--- src/isr_consts.svh ---
// Constants for the status, temperature and queue readout register bank.
// Assumes an APB slave with 32-bit data; printed offsets are word indexes.
`ifndef ISR_CONSTS_SVH
`define ISR_CONSTS_SVH
`define ISR_IDX_STATE      6'h21
`define ISR_IDX_TEMP_LO    6'h22
`define ISR_IDX_TEMP_HI    6'h23
`define ISR_IDX_FILL_LO    6'h24
`define ISR_IDX_FILL_HI    6'h25
`define ISR_IDX_PORT       6'h26
`define ISR_IDX_IRQ_STAT   6'h28
`define ISR_IDX_IRQ_MASK   6'h29
`define ISR_ST_NOT_INIT    4'h0
`define ISR_ST_INIT_OK     4'h1
`define ISR_ST_LAST        4'h7
`define ISR_TEMP_INVALID   16'h8000
`define ISR_TEMP_RST_HI    8'h80
`define ISR_TEMP_RST_LO    8'h00
`define ISR_CLK_MHZ        200
`define ISR_NORM_MS        10
`define ISR_NORM_CYC       (`ISR_NORM_MS * 1000 * `ISR_CLK_MHZ)
`define ISR_ST_TIME_BIT    15
`define ISR_FILL_W         14
`define ISR_FRAME_MAX      8'd32
`define ISR_IRQ_W          3
`define ISR_IRQ_TEMP       0
`define ISR_IRQ_FRAME      1
`define ISR_IRQ_FAULT      2
`endif

--- src/isr_pkg.sv ---
// Types for the status, temperature and queue readout register bank.
// Assumes the constants header is included by the design file.
`default_nettype none
package isr_pkg;
	// Gyroscope power state as seen by the temperature logic.
	typedef enum logic [1:0] {ISR_GYR_SUSPEND, ISR_GYR_NORMAL, ISR_GYR_STANDBY} isr_gyr_t;
endpackage : isr_pkg
`default_nettype wire

--- src/isr_readout.sv ---
// APB register bank: internal status, temperature word, queue fill level, queue read port.
// Assumes queue storage, frame assembly and the sensing datapath live outside this block.
`timescale 1ns/10ps
`default_nettype none
`include "isr_consts.svh"
module isr_readout #(
	parameter int unsigned NORM_CYC = `ISR_NORM_CYC // Normal refresh period in cycles.
) (
	input  wire logic        i_ref_clk,      // Device clock, 200 MHz.
	input  wire logic        i_rst,          // Asynchronous reset, active high.
	input  wire logic        i_psel,         // APB select.
	input  wire logic        i_penable,      // APB access phase.
	input  wire logic        i_pwrite,       // APB direction.
	input  wire logic [11:0] i_paddr,        // APB byte address.
	input  wire logic [31:0] i_pwdata,       // APB write data.
	output logic      [31:0] o_prdata,       // APB read data.
	output logic             o_pready,       // APB ready.
	output logic             o_pslverr,      // APB error.
	input  wire logic [3:0]  i_state_code,   // Internal status message.
	input  wire logic        i_remap_fault,  // Axes remapping fault.
	input  wire logic        i_min_rate_fault_flag, // Bandwidth fault.
	input  wire isr_pkg::isr_gyr_t i_gyr_mode, // Gyroscope power state.
	input  wire logic        i_all_suspend,  // Every sensor suspended.
	input  wire logic [15:0] i_sensor_time,  // Low bits of sensor time.
	input  wire logic [15:0] i_temp_sample,  // Live converter result.
	input  wire logic        i_frame_wr,     // Whole frame written, one-cycle pulse.
	input  wire logic [7:0]  i_frame_len,    // Bytes in the written frame.
	input  wire logic        i_queue_flush,  // Queue reset command pulse.
	input  wire logic [7:0]  i_queue_byte,   // Byte at the current read pointer.
	input  wire logic [7:0]  i_head_len,     // Bytes in the frame at the head.
	output logic             o_byte_pop,     // Advance read pointer, pulse.
	output logic             o_frame_done,   // Head frame fully read, pulse.
	output logic             o_frame_rewind, // Rewind to head frame start, pulse.
	output logic             o_irq           // Level interrupt.
);
	// Decoded access: taken once, on the first access-phase edge, while ready is still low.
	// Gating with ready keeps the second access edge, at which the master samples ready,
	// from popping, latching or writing a second time.
	logic       acc;    // Access taken at this edge.
	logic       rd;     // Read taken at this edge.
	logic       wr;     // Write taken at this edge.
	logic [5:0] idx;    // Register index, the byte address over four.
	logic       mapped; // Address decodes to a register of this bank.
	assign acc = i_psel && i_penable && !o_pready;
	assign rd = acc && !i_pwrite;
	assign wr = acc && i_pwrite;
	assign idx = i_paddr[7:2];
	assign mapped = (i_paddr[11:8] == 4'h0) && (i_paddr[1:0] == 2'h0) &&
		(((idx >= `ISR_IDX_STATE) && (idx <= `ISR_IDX_PORT)) ||
		(idx == `ISR_IDX_IRQ_STAT) || (idx == `ISR_IDX_IRQ_MASK));

	// Temperature word, refresh timer, coherency latches and fill level.
	// Every pair below is registered once in the single clocked process further down.
	logic [15:0] temp_reg, temp_next;
	logic [31:0] tick_reg, tick_next;
	logic        st_bit_reg, st_bit_next;
	logic [7:0]  temp_hi_lat_reg, temp_hi_lat_next;
	logic [5:0]  fill_hi_lat_reg, fill_hi_lat_next;
	logic [`ISR_FILL_W-1:0] fill_reg, fill_next;
	logic [7:0]  part_reg, part_next;
	logic        in_burst_reg, in_burst_next;
	logic [`ISR_IRQ_W-1:0] stat_reg, stat_next;
	logic [`ISR_IRQ_W-1:0] mask_reg, mask_next;
	logic [31:0] prdata_next;
	logic        pslverr_next;
	logic        pop_next, done_next, rewind_next, irq_next;
	logic        temp_upd;
	logic        fault_now;
	logic        fault_prev_reg;
	logic [`ISR_IRQ_W-1:0] ev;

	// Next-state logic for the whole bank.
	always_comb
	begin
		temp_next = temp_reg;
		tick_next = tick_reg;
		st_bit_next = i_sensor_time[`ISR_ST_TIME_BIT];
		temp_hi_lat_next = temp_hi_lat_reg;
		fill_hi_lat_next = fill_hi_lat_reg;
		fill_next = fill_reg;
		part_next = part_reg;
		in_burst_next = in_burst_reg;
		stat_next = stat_reg;
		mask_next = mask_reg;
		prdata_next = 32'h0;
		pslverr_next = 1'b0;
		pop_next = 1'b0;
		done_next = 1'b0;
		rewind_next = 1'b0;
		temp_upd = 1'b0;
		// Every message above init_ok is an error code, so it counts as a fault.
		fault_now = i_remap_fault || i_min_rate_fault_flag || (i_state_code > `ISR_ST_INIT_OK);
		// Refresh scheduling; the timer is parked while no refresh may happen.
		if (i_all_suspend || (i_gyr_mode == isr_pkg::ISR_GYR_SUSPEND))
		begin
			tick_next = 32'h0;
		end
		else if (i_gyr_mode == isr_pkg::ISR_GYR_NORMAL)
		begin
			if (tick_reg >= NORM_CYC - 1)
			begin
				tick_next = 32'h0;
				temp_upd = 1'b1;
			end
			else
			begin
				tick_next = tick_reg + 32'h1;
			end
		end
		else
		begin
			// Standby: refresh on each edge of sensor time bit 15.
			tick_next = 32'h0;
			temp_upd = (st_bit_reg != i_sensor_time[`ISR_ST_TIME_BIT]);
		end
		if (temp_upd && !i_all_suspend)
		begin
			// A sample equal to the invalid code is never produced by a real reading.
			temp_next = (i_gyr_mode == isr_pkg::ISR_GYR_NORMAL) ? i_temp_sample :
				`ISR_TEMP_INVALID;
		end
		// Fill level moves by whole frames only; partial reads leave it.
		if (i_frame_wr)
		begin
			fill_next = fill_reg + {6'h0, i_frame_len};
		end
		// Register reads; read-only registers ignore writes and answer without error.
		// Low-byte reads latch the high half so that a following high read is coherent.
		if (rd && mapped)
		begin
			case (idx)
				`ISR_IDX_STATE:   prdata_next = {24'h0, 1'b0, i_min_rate_fault_flag,
					i_remap_fault, 1'b0, i_state_code};
				`ISR_IDX_TEMP_LO:
				begin
					prdata_next = {24'h0, temp_reg[7:0]};
					temp_hi_lat_next = temp_reg[15:8];
				end
				`ISR_IDX_TEMP_HI: prdata_next = {24'h0, temp_hi_lat_reg};
				`ISR_IDX_FILL_LO:
				begin
					prdata_next = {24'h0, fill_reg[7:0]};
					fill_hi_lat_next = fill_reg[13:8];
				end
				`ISR_IDX_FILL_HI: prdata_next = {26'h0, fill_hi_lat_reg};
				`ISR_IDX_PORT:
				begin
					// Each read of a non-empty queue takes one byte; new-data flags are outside and untouched.
					prdata_next = (fill_reg == '0) ? 32'h0 : {24'h0, i_queue_byte};
					if (fill_reg != '0)
					begin
						pop_next = 1'b1;
						in_burst_next = 1'b1;
						if (part_reg + 8'h1 >= i_head_len)
						begin
							part_next = 8'h0;
							done_next = 1'b1;
							fill_next = fill_next - {6'h0, i_head_len};
						end
						else
						begin
							part_next = part_reg + 8'h1;
						end
					end
				end
				`ISR_IDX_IRQ_STAT: prdata_next = {29'h0, stat_reg};
				`ISR_IDX_IRQ_MASK: prdata_next = {29'h0, mask_reg};
				default:          prdata_next = 32'h0;
			endcase
		end
		else if (acc && !mapped)
		begin
			pslverr_next = 1'b1;
		end
		// Burst ends when an access leaves the port; a partial frame is rewound.
		if (acc && (!rd || (idx != `ISR_IDX_PORT)) && in_burst_reg)
		begin
			in_burst_next = 1'b0;
			if (part_reg != 8'h0)
			begin
				part_next = 8'h0;
				rewind_next = 1'b1;
			end
		end
		// A flush overrides whatever frames moved in the same cycle, so the count
		// can never wrap below zero when a drain and a flush coincide.
		if (i_queue_flush)
		begin
			fill_next = '0;
			part_next = 8'h0;
			in_burst_next = 1'b0;
		end
		// Sticky events; set wins over a write-one clear in the same cycle.
		// Faults are taken as rising edges, so a fault level raises its bit only once.
		ev = '0;
		ev[`ISR_IRQ_TEMP] = temp_upd && !i_all_suspend;
		ev[`ISR_IRQ_FRAME] = i_frame_wr;
		ev[`ISR_IRQ_FAULT] = fault_now && !fault_prev_reg;
		if (wr && (idx == `ISR_IDX_IRQ_STAT) && mapped)
		begin
			stat_next = stat_reg & ~i_pwdata[`ISR_IRQ_W-1:0];
		end
		if (wr && (idx == `ISR_IDX_IRQ_MASK) && mapped)
		begin
			mask_next = i_pwdata[`ISR_IRQ_W-1:0];
		end
		stat_next = stat_next | ev;
		irq_next = |(stat_next & mask_next);
	end

	// Registering of all state; reset puts the invalid code in the word.
	// Outputs stay low through reset, so the master never sees a stray ready.
	always_ff @(posedge i_ref_clk or posedge i_rst)
	begin
		if (i_rst)
		begin
			temp_reg <= {`ISR_TEMP_RST_HI, `ISR_TEMP_RST_LO};
			tick_reg <= 32'h0;
			st_bit_reg <= 1'b0;
			temp_hi_lat_reg <= `ISR_TEMP_RST_HI;
			fill_hi_lat_reg <= 6'h0;
			fill_reg <= '0;
			part_reg <= 8'h0;
			in_burst_reg <= 1'b0;
			stat_reg <= '0;
			mask_reg <= '0;
			fault_prev_reg <= 1'b0;
			o_prdata <= 32'h0;
			o_pready <= 1'b0;
			o_pslverr <= 1'b0;
			o_byte_pop <= 1'b0;
			o_frame_done <= 1'b0;
			o_frame_rewind <= 1'b0;
			o_irq <= 1'b0;
		end
		else
		begin
			temp_reg <= temp_next;
			tick_reg <= tick_next;
			st_bit_reg <= st_bit_next;
			temp_hi_lat_reg <= temp_hi_lat_next;
			fill_hi_lat_reg <= fill_hi_lat_next;
			fill_reg <= fill_next;
			part_reg <= part_next;
			in_burst_reg <= in_burst_next;
			stat_reg <= stat_next;
			mask_reg <= mask_next;
			fault_prev_reg <= fault_now;
			o_prdata <= prdata_next;
			// Ready comes one cycle into the access phase, so each transfer waits once.
			o_pready <= acc && !o_pready;
			o_pslverr <= pslverr_next && acc && !o_pready;
			o_byte_pop <= pop_next && !o_pready;
			o_frame_done <= done_next && !o_pready;
			o_frame_rewind <= rewind_next && !o_pready;
			o_irq <= irq_next;
		end
	end

	// Checks on the bank's behaviour.
	property p_flush_zero;
		@(posedge i_ref_clk) disable iff (i_rst) i_queue_flush |=> (fill_reg == '0);
	endproperty
	a_flush_zero: assert property (p_flush_zero) else $error("Fill not zero after flush.");
	property p_suspend_hold;
		@(posedge i_ref_clk) disable iff (i_rst) i_all_suspend |=> $stable(temp_reg);
	endproperty
	a_suspend_hold: assert property (p_suspend_hold) else $error("Temperature moved in suspend.");
	property p_standby_invalid;
		@(posedge i_ref_clk) disable iff (i_rst)
		(i_gyr_mode == isr_pkg::ISR_GYR_STANDBY) && !i_all_suspend &&
		$changed(i_sensor_time[`ISR_ST_TIME_BIT]) |=> ##1 (temp_reg == `ISR_TEMP_INVALID);
	endproperty
	a_standby_invalid: assert property (p_standby_invalid) else $error("Standby word not invalid.");
	property p_pready_pulse;
		@(posedge i_ref_clk) disable iff (i_rst) o_pready |=> !o_pready;
	endproperty
	a_pready_pulse: assert property (p_pready_pulse) else $error("Ready held two cycles.");
	property p_no_partial_move;
		@(posedge i_ref_clk) disable iff (i_rst)
		!i_queue_flush && !i_frame_wr && !done_next |=> $stable(fill_reg);
	endproperty
	a_no_partial_move: assert property (p_no_partial_move) else $error("Fill moved mid frame.");
	property p_irq_level;
		@(posedge i_ref_clk) disable iff (i_rst) ##1 (o_irq == |(stat_reg & mask_reg));
	endproperty
	a_irq_level: assert property (p_irq_level) else $error("Interrupt level mismatch.");
	property p_empty_no_pop;
		@(posedge i_ref_clk) disable iff (i_rst) (fill_reg == '0) && !i_frame_wr |=> !o_byte_pop;
	endproperty
	a_empty_no_pop: assert property (p_empty_no_pop) else $error("Pop from empty queue.");
	property p_rewind_partial;
		@(posedge i_ref_clk) disable iff (i_rst) o_frame_rewind |-> (part_reg == 8'h0);
	endproperty
	a_rewind_partial: assert property (p_rewind_partial) else $error("Rewind left position.");
	// Every taken access is answered with ready on the next cycle.
	property p_rdy_follows;
		@(posedge i_ref_clk) disable iff (i_rst) acc |=> o_pready;
	endproperty
	a_rdy_follows: assert property (p_rdy_follows) else $error("No ready after access.");
	// An error answer only ever rides on a ready pulse.
	property p_err_rdy;
		@(posedge i_ref_clk) disable iff (i_rst) o_pslverr |-> o_pready;
	endproperty
	a_err_rdy: assert property (p_err_rdy) else $error("Error without ready.");
	// A byte leaves the queue only as the answer to a port read.
	property p_pop_rdy;
		@(posedge i_ref_clk) disable iff (i_rst) o_byte_pop |-> o_pready;
	endproperty
	a_pop_rdy: assert property (p_pop_rdy) else $error("Pop without ready.");
	// A frame completes only on the read that takes its last byte.
	property p_done_pop;
		@(posedge i_ref_clk) disable iff (i_rst) o_frame_done |-> o_byte_pop;
	endproperty
	a_done_pop: assert property (p_done_pop) else $error("Done without pop.");
	// A normal-mode refresh copies the converter word seen at the tick.
	property p_norm_copy;
		@(posedge i_ref_clk) disable iff (i_rst)
		(i_gyr_mode == isr_pkg::ISR_GYR_NORMAL) && !i_all_suspend &&
		(tick_reg >= NORM_CYC - 1) |=> (temp_reg == $past(i_temp_sample));
	endproperty
	a_norm_copy: assert property (p_norm_copy) else $error("Refresh lost sample.");
	// A refresh decided in standby never publishes a live reading.
	property p_idle_invalid;
		@(posedge i_ref_clk) disable iff (i_rst)
		($past(i_gyr_mode) == isr_pkg::ISR_GYR_STANDBY) && $changed(temp_reg) |->
		(temp_reg == `ISR_TEMP_INVALID);
	endproperty
	a_idle_invalid: assert property (p_idle_invalid) else $error("Live word in standby.");
	// A low temperature read freezes the high half that goes with it.
	property p_tlo_latch;
		@(posedge i_ref_clk) disable iff (i_rst)
		rd && mapped && (idx == `ISR_IDX_TEMP_LO) |=> (temp_hi_lat_reg == $past(temp_reg[15:8]));
	endproperty
	a_tlo_latch: assert property (p_tlo_latch) else $error("High half not latched.");
	// With every source masked the interrupt line stays low.
	property p_irq_quiet;
		@(posedge i_ref_clk) disable iff (i_rst) (mask_reg == '0) && !wr |=> !o_irq;
	endproperty
	a_irq_quiet: assert property (p_irq_quiet) else $error("Masked interrupt raised.");
	// Every event lands in the status register, whatever software clears.
	property p_stat_set;
		@(posedge i_ref_clk) disable iff (i_rst)
		(ev != '0) |=> ((stat_reg & $past(ev)) == $past(ev));
	endproperty
	a_stat_set: assert property (p_stat_set) else $error("Event bit not set.");
	// A port read of an empty queue answers zero.
	property p_empty_zero;
		@(posedge i_ref_clk) disable iff (i_rst)
		rd && mapped && (idx == `ISR_IDX_PORT) && (fill_reg == '0) |=> (o_prdata == 32'h0);
	endproperty
	a_empty_zero: assert property (p_empty_zero) else $error("Empty port not zero.");
	c_normal_upd: cover property (@(posedge i_ref_clk) disable iff (i_rst)
		(i_gyr_mode == isr_pkg::ISR_GYR_NORMAL) && temp_upd);
	c_frame_done: cover property (@(posedge i_ref_clk) disable iff (i_rst) o_frame_done);
	c_rewind: cover property (@(posedge i_ref_clk) disable iff (i_rst) o_frame_rewind);
	c_irq: cover property (@(posedge i_ref_clk) disable iff (i_rst) $rose(o_irq));
	c_port_err: cover property (@(posedge i_ref_clk) disable iff (i_rst) o_pslverr);
endmodule : isr_readout
`default_nettype wire

--- config.mk ---
export PLATFORM = sky130hd
export DESIGN_NAME = isr_readout
export DESIGN_NICKNAME = d
export VERILOG_FILES = /design/src/isr_pkg.sv /design/src/isr_readout.sv
export VERILOG_INCLUDE_DIRS = /design/src /design/src/src
export SDC_FILE = /design/constraint.sdc
export NUM_CORES = 1
export LEC_CHECK = 0
export BUFFER_PORTS_ARGS = -buffer_cell sky130_fd_sc_hd__buf_2
export CELL_PAD_IN_SITES_DETAIL_PLACEMENT = 0
export CELL_PAD_IN_SITES_GLOBAL_PLACEMENT = 1
export CORE_MARGIN = 3
export CORE_UTILIZATION = 41
export DETAILED_ROUTE_END_ITERATION = 10
export PLACE_DENSITY = 0.92
export SETUP_SLACK_MARGIN = 0.02
export SYNTH_ARGS = -nofsm -noshare
export SYNTH_HDL_FRONTEND = slang
export SYNTH_SLANG_ARGS = --single-unit
--- constraint.sdc ---
create_clock -name i_ref_clk -period 4.9 [get_ports i_ref_clk]
set_input_delay 0.98 -clock i_ref_clk [delete_from_list [all_inputs] [get_ports i_ref_clk]]
set_output_delay 0.98 -clock i_ref_clk [all_outputs]
set_load 0.02 [all_outputs]
After elaboration in Yosys (flattened, before gate mapping)
Cells that the tools add are included.
Storage, ports and cells
  output and inout port bits: 38
  logic and storage cells: 131
  bits in registers: 131
  bits of input ports: 116
Operators by class
  equal/unequal tests: 11
  $add $sub $neg: 4
  reductions and logical operators: 48
  multiplexer cells: 41
  bitwise gates (word level): 4
  $lt $le $gt $ge: 5
Operator list (number)
  32-bit 2-to-1 mux: 3
  14-bit 2-to-1 mux: 6
  8-bit 2-to-1 mux: 9
  8-bit case mux with 8 select lines: 1
  6-bit == test, second input constant: 8
  32-bit by 1-bit adder with 32-bit output, second input constant: 1
  32-bit by 21-bit greater-or-equal comparator with 1-bit output, second input constant: 1
  1-bit logical AND: 23
  1-bit 2-to-1 mux: 19
  16-bit 2-to-1 mux: 1
  14-bit by 8-bit adder with 14-bit output: 1
  14-bit logical NOT: 1
  14-bit nonzero test: 1
  14-bit by 8-bit subtractor with 14-bit output: 1
  3-bit nonzero test: 3
  8-bit by 1-bit adder with 8-bit output, second input constant: 1
  8-bit greater-or-equal comparator: 1
  8-bit nonzero test: 1
  3-bit bitwise AND: 2
  6-bit greater-or-equal comparator, second input constant: 1
  6-bit less-or-equal comparator, second input constant: 1
  1-bit logical NOT: 6
  1-bit logical OR: 6
  3-bit 2-to-1 mux: 2
  11 further kinds: 13

Longest topological paths before layout
Gate-level depths: netlist of run 1.
  word-level depth: 11
  depth in mapped cells: 16
  mapped depth without buffers: 16

Worst setup path after synthesis of run 1
No wires, ideal clock.
  path kind: in2reg
  from: input port i_frame_len[0]
  to: register fill_reg[13]
  data required time: 4.775 ns
  library setup time: 0.125 ns
  path buffers: 0
  cell stages on the path: 13
  slack: 0.612 ns
  data arrival time: 4.164 ns
  path through: ha_1 -> inv_1 -> fa_1 -> xnor2_1 -> mux2_2 -> ha_1 -> o21a_1 -> o31a_1 -> o31a_1 -> o31a_1 -> or4b_1 -> a211oi_1 -> mux2_2
On the way
  longest elaborated chain between the ends: 8
RTL lines
  start, declared: RTL line isr_readout.sv:27  | input wire logic [7:0] i_frame_len,
  14-bit by 8-bit adder with 14-bit output *: RTL line isr_readout.sv:125  | fill_next = fill_reg + {6'h0, i_frame_len};
  14-bit 2-to-1 mux *: RTL line isr_readout.sv:123  | if (i_frame_wr)
  14-bit by 8-bit subtractor with 14-bit output: RTL line isr_readout.sv:158  | fill_next = fill_next - {6'h0, i_head_len};
  14-bit 2-to-1 mux: RTL line isr_readout.sv:154  | if (part_reg + 8'h1 >= i_head_len)
  14-bit 2-to-1 mux: RTL line isr_readout.sv:150  | if (fill_reg != '0)
  14-bit 2-to-1 mux: RTL line isr_readout.sv:131  | case (idx)
  14-bit 2-to-1 mux *: RTL line isr_readout.sv:129  | if (rd && mapped)
  14-bit 2-to-1 mux *: RTL line isr_readout.sv:187  | if (i_queue_flush)
  net fill_next[13]: RTL line isr_readout.sv:59  | logic [`ISR_FILL_W-1:0] fill_reg, fill_next;
  end signal, assigned: RTL line isr_readout.sv:243  | fill_reg <= fill_next;
  end, declared: RTL line isr_readout.sv:59
Mark *: on every way through the listed nets, which the timed path passes. The rest lies on a longest branch.
A chain may end at the register's enable or synchronous reset.

Final worst setup path of run 1
  from: input port i_frame_len[1]
  to: register fill_reg[13]
The elaborated chain is that of the path after synthesis.

==> results.yml, run 1 <==
synthesis:
  synth_xor_area_share_pct: 5.19
  synth-async-reset-ratio_pct: 100
  synth-edff-count: 0
  synth_simple_gate_area_share_pct: 18.7
  ys_seq_area_share_pct: 43.0
  synth_seq_cells: 107
  synth-warning-count: 0
  synth_area_leaders: "dfrtp_1 42%, ha_1 5.4%, nor2_1 4.3%, mux2_2 4.2%, xor2_1 3.2%"
  mappedNetlistArea_sq_mm: 0.00624
  synthMuxAreaShare_pct: 5.59
  syn-mean-instance-area_sq_um: 9.60
  synth_cell_types: 64
  synth-compound-area-share_pct: 15.1
  synth_top_area_cell: "dfrtp_1"
  yosys_most_used_dff: "dfrtp_1"
  synth_top_area_share_pct: 42.1
  synth_top_family_by_area: "simple AND/OR/NAND/NOR gates"
  synth_cells: 650
  synthAdderAreaFrac_pct: 6.06
sta:
  setup_viol: 0
  rsz0062_at_grt: "false"
  setup_tns_ns: 0
  tightest_slew_ns: 0.934
  hold_violations: 0
  finalCriticalPeriod_ns: 4.30
  post-route-period-util_pct: 87.7
  timing.slew.headroom_pct: 37.2
  finalMaxSlewViolations: 0
  setup_ws_ns: 0.602
  fmaxAchievable_mhz: 233
  hold_ws_ns: 0.487
  fin_skew_ns: 0.0124
die:
  num_io_pins: 154
  die-area_sq_mm: 0.0167
  num_rows: 44
  die_w_um: 129
  fp.dieH_um: 129
  start_util_pct: 42.4
  core_sq_mm: 0.0147
final_layout:
  fin_cells: 929
  largest_reg_flops: 32
  final_common_cell: "dfrtp_1"
  final_net_count: 886
  insertedDiodeCount: 0
  drive_above_1_share_pct: 18.5
  fillCellCount: 1423
  mostFrequentLayoutCells: "105 x dfrtp_1, 85 x buf_2, 72 x nor2_1, 37 x inv_1, 36 x o21ai_0"
  areaGrowthSynthToFinish_pct: 13.7
status:
  outcome: "completed"
clocking:
  clock_latency_ns: 0.36
  ctsHoldBuffers: 0
  cts_root_buf: "clkbuf_16"
  cts.sinks: 107
  htree_levels: 3
  cts_resized: 0
  clk_pin_slew_ns: 0.07
  cts_tree: "done"
  cts-buffers-inserted: 9
  cts_setup_buffers: 0
  clockBufferDepth: 2
detailed_routing:
  drt-initial-drc-count: 316
  vias_per_cell: 5.37
  remaining_drc_errors: 0
  top_layer: "met5"
  m1WireLength_mm: 6.73
  vias: 4992
  antenna_left: 0
  dr.pass1.iters: 6
  postRouteWirelength_mm: 14.6
  wl_met2_mm: 6.93
  wl_per_cell_um: 15.7
  wl_met3_um: 657
setup_path:
  critPathArrivalTime_ns: 4.54
  cp.required_ns: 5.14
  criticalPathCategory: "primary input to flip-flop"
  crit_fanout: 4
  end_kind: "flip-flop"
  start_kind: "primary input"
power_and_ir_drop:
  cellPowerDensity_mw_per_mm2: 290
  irDropWorstVdd_mv: 0.228
  leakagePower_nw: 3.29
placement:
  placed_cells: 914
  place_hpwl_mm: 11.0
  dp_slack_ns: 0.222
  gp_congestion: 0.903
  io_buffers: 85
global_route:
  gr-total-overflow: 0
  grt_max_degree: 78
  track_usage_pct: 17.9
  grt_pass1_vias: 4766
  antenna_found_initial: 1
  grt_pass1_wl_mm: 23.6
flow_run:
  cap_violations: 0
hold_path:
  min_path_type: "flip-flop to flip-flop"
[cell type report]
type                       instances  area (sq um)  share of cell area (%)
inverter                          38           145                    2.05
sequential                       107          2680                    37.8
clock buffer                      13           260                    3.67
multi-input combinational        496          3290                    46.4
tap                              184           230                    3.24
timing repair buffer              89           455                    6.42
clock inverter                     2          35.0                   0.494
[critical path: stages]
cell and delay (ns):
buf_2 0.11, ha_1 0.29, a211oi_1 0.36, o21bai_1 0.17, a21oi_1 0.21, xnor2_1 0.08
mux2_2 0.30, ha_1 0.33, o21a_1 0.12, o31a_1 0.12, o31a_1 0.27, or4b_1 0.57
a211oi_1 0.26, mux2_2 0.37
[per-layer routing]
| metal | up-vias | track usage [%] |
|---|---|---|
| li1 | 2459 | - |
| met1 | 2394 | 24.7 |
| met2 | 116 | 28.8 |
| met3 | 21 | 2.76 |
| met4 | 2 | 6.36 |
| met5 | - | 0 |
[logic make-up after synthesis]
logic type               Yosys count
AO/OA/AOI/OAI                    140
XOR/XNOR                          37
adder cells (fa/ha/maj)           29
buffers and inverters             81
flip-flops                       107
multiplexers                      32
other                              1
AND/OR/NAND/NOR                  223
[Yosys cell counts (all sizes together) (3+ instances only)]
library cell,instances
xnor2,14
a21oi,26
o41ai,3
mux2,23
mux2i,9
or3,4
a221oi,4
o21ai,36
nand2,30
a31oi,9
and2,7
nor4,8
nand3b,5
and4,5
ha,27
a222oi,4
nor3,12
nand3,29
or4,8
a211oi,9
dfrtp,105
nor2b,12
nor2,72
and3,6
a21o,5
clkbuf,11
xor2,23
o211ai,4
a22oi,6
o31a,6
inv,38
buf,32
nand4,8
nand2b,7
o21a,9
or4b,3
[where the power goes]
part	switching, mW	internal (mW)	total (mW)
logic	0.221	0.159	0.380
clock network	0.310	0.421	0.731
registers	0.0340	0.914	0.948
total	0.565	1.49	2.06
[per-stage QoR]
stage / cell area, sq um / utilization [%] / power [mW]
3_5_place_dp: 6800 / 46.3 / 1.34
4_1_cts: 7100 / 48.3 / 2.08
2_1_floorplan: 6370 / - / 1.25
5_1_grt: 7100 / 48.3 / 2.16
6_report: 7100 / 48.3 / 2.06
3_3_place_gp: 6800 / 46.3 / 1.33
[worst paths after layout]
check | to | slack (ns) | startpoint | cells past startpoint
worst max-delay path | fill_reg[13] | 0.60 | i_frame_len[1] | 14
min in group asynchronous | temp_reg[4] | 0.83 | i_rst | 2
worst min-delay path | stat_reg[2] | 0.49 | fault_prev_reg | 1
max in group asynchronous | fill_hi_lat_reg[1] | 3.10 | i_rst | 3
worst max register to register | fill_reg[13] | 0.82 | fill_reg[0] | 14
worst min register to register | stat_reg[2] | 0.49 | fault_prev_reg | 1
(Power assumes the default switching activity.)
==> run 2: changes to the inputs <==
--- a/config.mk
+++ b/config.mk
@@ -6,13 +6,13 @@
 export SDC_FILE = /design/constraint.sdc
 export NUM_CORES = 1
 export LEC_CHECK = 0
-export BUFFER_PORTS_ARGS = -buffer_cell sky130_fd_sc_hd__buf_2
 export CELL_PAD_IN_SITES_DETAIL_PLACEMENT = 0
 export CELL_PAD_IN_SITES_GLOBAL_PLACEMENT = 1
 export CORE_MARGIN = 3
-export CORE_UTILIZATION = 41
+export CORE_UTILIZATION = 48
 export DETAILED_ROUTE_END_ITERATION = 10
-export PLACE_DENSITY = 0.92
+export DONT_BUFFER_PORTS = 1
+export PLACE_DENSITY = 0.9
 export SETUP_SLACK_MARGIN = 0.02
 export SYNTH_ARGS = -nofsm -noshare
 export SYNTH_HDL_FRONTEND = slang
==> results.yml, run 2 (synthesis results as in run 1) <==
detailed_routing:
  wl_per_cell_um: 17.2
  vias_per_cell: 5.70
  postRouteWirelength_mm: 14.3
  drt-initial-drc-count: 290
  antenna_left: 0
  remaining_drc_errors: 0
  vias: 4743
  dr.pass1.iters: 5
power_and_ir_drop:
  leakagePower_nw: 2.94
  p_comb_share_pct: 16.4
  pwr-share-clk_pct: 38.1
  irDropWorstVdd_mv: 0.215
  seqPwrFrac_pct: 45.5
  switchingPower_mw: 0.570
  internal_power_mw: 1.51
  switching_share_pct: 27.4
  cellPowerDensity_mw_per_mm2: 311
placement:
  io_buffers: 0
  gp_congestion: 0.882
  dp_slack_ns: 0.296
  place_hpwl_mm: 10.7
global_route:
  track_usage_pct: 20.3
  gr-total-overflow: 0
  grt_pass1_wl_mm: 23.2
  grt_pass1_vias: 4725
  antenna_found_initial: 1
  grt_max_degree: 78
clocking:
  clockBufferDepth: 2
  clock_latency_ns: 0.35
  cts.sinks: 107
  ctsHoldBuffers: 0
  htree_levels: 3
  cts_resized: 0
  cts_root_buf: "clkbuf_16"
  clk_pin_slew_ns: 0.07
  cts-buffers-inserted: 9
  cts_tree: "done"
  cts_setup_buffers: 0
final_layout:
  largest_reg_flops: 32
  final_net_count: 800
  drive_above_1_share_pct: 8.18
  areaGrowthSynthToFinish_pct: 7.04
  insertedDiodeCount: 0
  final_common_cell: "dfrtp_1"
  mostFrequentLayoutCells: "105 x dfrtp_1, 72 x nor2_1, 37 x inv_1, 36 x o21ai_0, 35 x conb_1"
  fillCellCount: 1152
die:
  core_sq_mm: 0.0127
  fp.dieH_um: 120
  die-area_sq_mm: 0.0144
  die_w_um: 120
  start_util_pct: 49.2
  num_rows: 41
  num_io_pins: 154
setup_path:
  worst_path_largest_cell_delay_ns: 0.57
  end_kind: "flip-flop"
  cp.required_ns: 5.14
  criticalPathCategory: "primary input to flip-flop"
  cp_slowest_cell: "or4b_1"
  start_kind: "primary input"
  cp_top_family: "compound AO/OA/AOI/OAI gates"
  critPathArrivalTime_ns: 4.47
  cp_cell_sequence: "ha_1 > inv_1 > fa_1 > nor2b_1 > o21a_1 > nor3_1 > o31ai_1 > ha_1 > o21a_1 > o31a_1 > o31a_1 > or4b_1 > a211oi_1 > mux2_2"
  crit_fanout: 4
  critPathBufInv: 1
status:
  outcome: "completed"
sta:
  hold_violations: 0
  tightest_slew_ns: 1.04
  hold_ws_ns: 0.486
  fin_skew_ns: 0.0111
  setup_ws_ns: 0.667
  fmaxAchievable_mhz: 236
  rsz0062_at_grt: "false"
  post-route-period-util_pct: 86.4
  setup_viol: 0
  finalCriticalPeriod_ns: 4.23
  finalMaxSlewViolations: 0
  timing.slew.headroom_pct: 31.0
  setup_tns_ns: 0
flow_run:
  cap_violations: 0
hold_path:
  min_path_type: "flip-flop to flip-flop"
[run 2: cell types whose count changed in the layout (fill, tap and decap cells not counted), sizes merged]
cell      delta
inv          +2
clkbuf       -3
bufinv       +1
buf         -86
clkinvlp     +1
[run 2: per-layer routing]
layer | global-route usage, % | vias to the layer above | wire length, um
li1 | - | 2283 | -
met1 | 26.5 | 2315 | 6320
met2 | 32.9 | 131 | 6820
met3 | 5.33 | 12 | 976
met4 | 6.87 | 2 | 151
met5 | 0 | - | 10
[run 2: final timing paths]
| path | start | end | slack, ns | depth (start not counted) |
|---|---|---|---|---|
| worst max-delay path | i_frame_len[0] | fill_reg[13] | 0.67 | 14 |
| worst min register to register | fault_prev_reg | stat_reg[2] | 0.49 | 1 |
| min in group asynchronous | i_rst | st_bit_reg | 0.71 | 1 |
| max in group asynchronous | i_rst | tick_reg[23] | 3.20 | 2 |
| worst max register to register | fill_reg[0] | fill_reg[13] | 0.78 | 14 |
| worst min-delay path | fault_prev_reg | stat_reg[2] | 0.49 | 1 |
[run 2: layout make-up]
type | instances | area (sq um) | share of cell area [%]
repair buffers | 3 | 22.5 | 0.337
clock buffers | 10 | 229 | 3.43
clock inverters | 6 | 96.3 | 1.44
well taps | 172 | 215 | 3.22
inverters | 38 | 145 | 2.17
flip-flops and latches | 107 | 2680 | 40.1
multi-input cells | 496 | 3290 | 49.3
[run 2: worst reg2reg max path, cell delays in order, from the launching register on]
cell,delay [ns]
dfrtp_1,0.46
ha_1,0.24
inv_1,0.06
fa_1,0.40
nor2b_1,0.17
o21a_1,0.16
nor3_1,0.05
o31ai_1,0.39
ha_1,0.35
o21a_1,0.18
o31a_1,0.12
o31a_1,0.28
or4b_1,0.57
a211oi_1,0.21
mux2_2,0.37
[run 2: per-stage QoR]
stage / instances / cell area (sq um) / utilization, % / power (mW)
2_1_floorplan: 684 / 6370 / - / 1.25
3_3_place_gp: 816 / 6350 / 50.1 / 1.29
3_5_place_dp: 816 / 6350 / 50.1 / 1.30
4_1_cts: 832 / 6680 / 52.7 / 2.09
5_1_grt: 832 / 6680 / 52.7 / 2.17
6_report: 832 / 6680 / 52.7 / 2.08
[run 2: power by group through the flow]
stage	combinational (mW)	clock, mW	sequential [mW]
2_1_floorplan	0.299	0	0.948
3_3_place_gp	0.327	0	0.960
3_5_place_dp	0.336	0	0.962
4_1_cts	0.340	0.807	0.944
5_1_grt	0.382	0.842	0.949
6_report	0.340	0.792	0.945
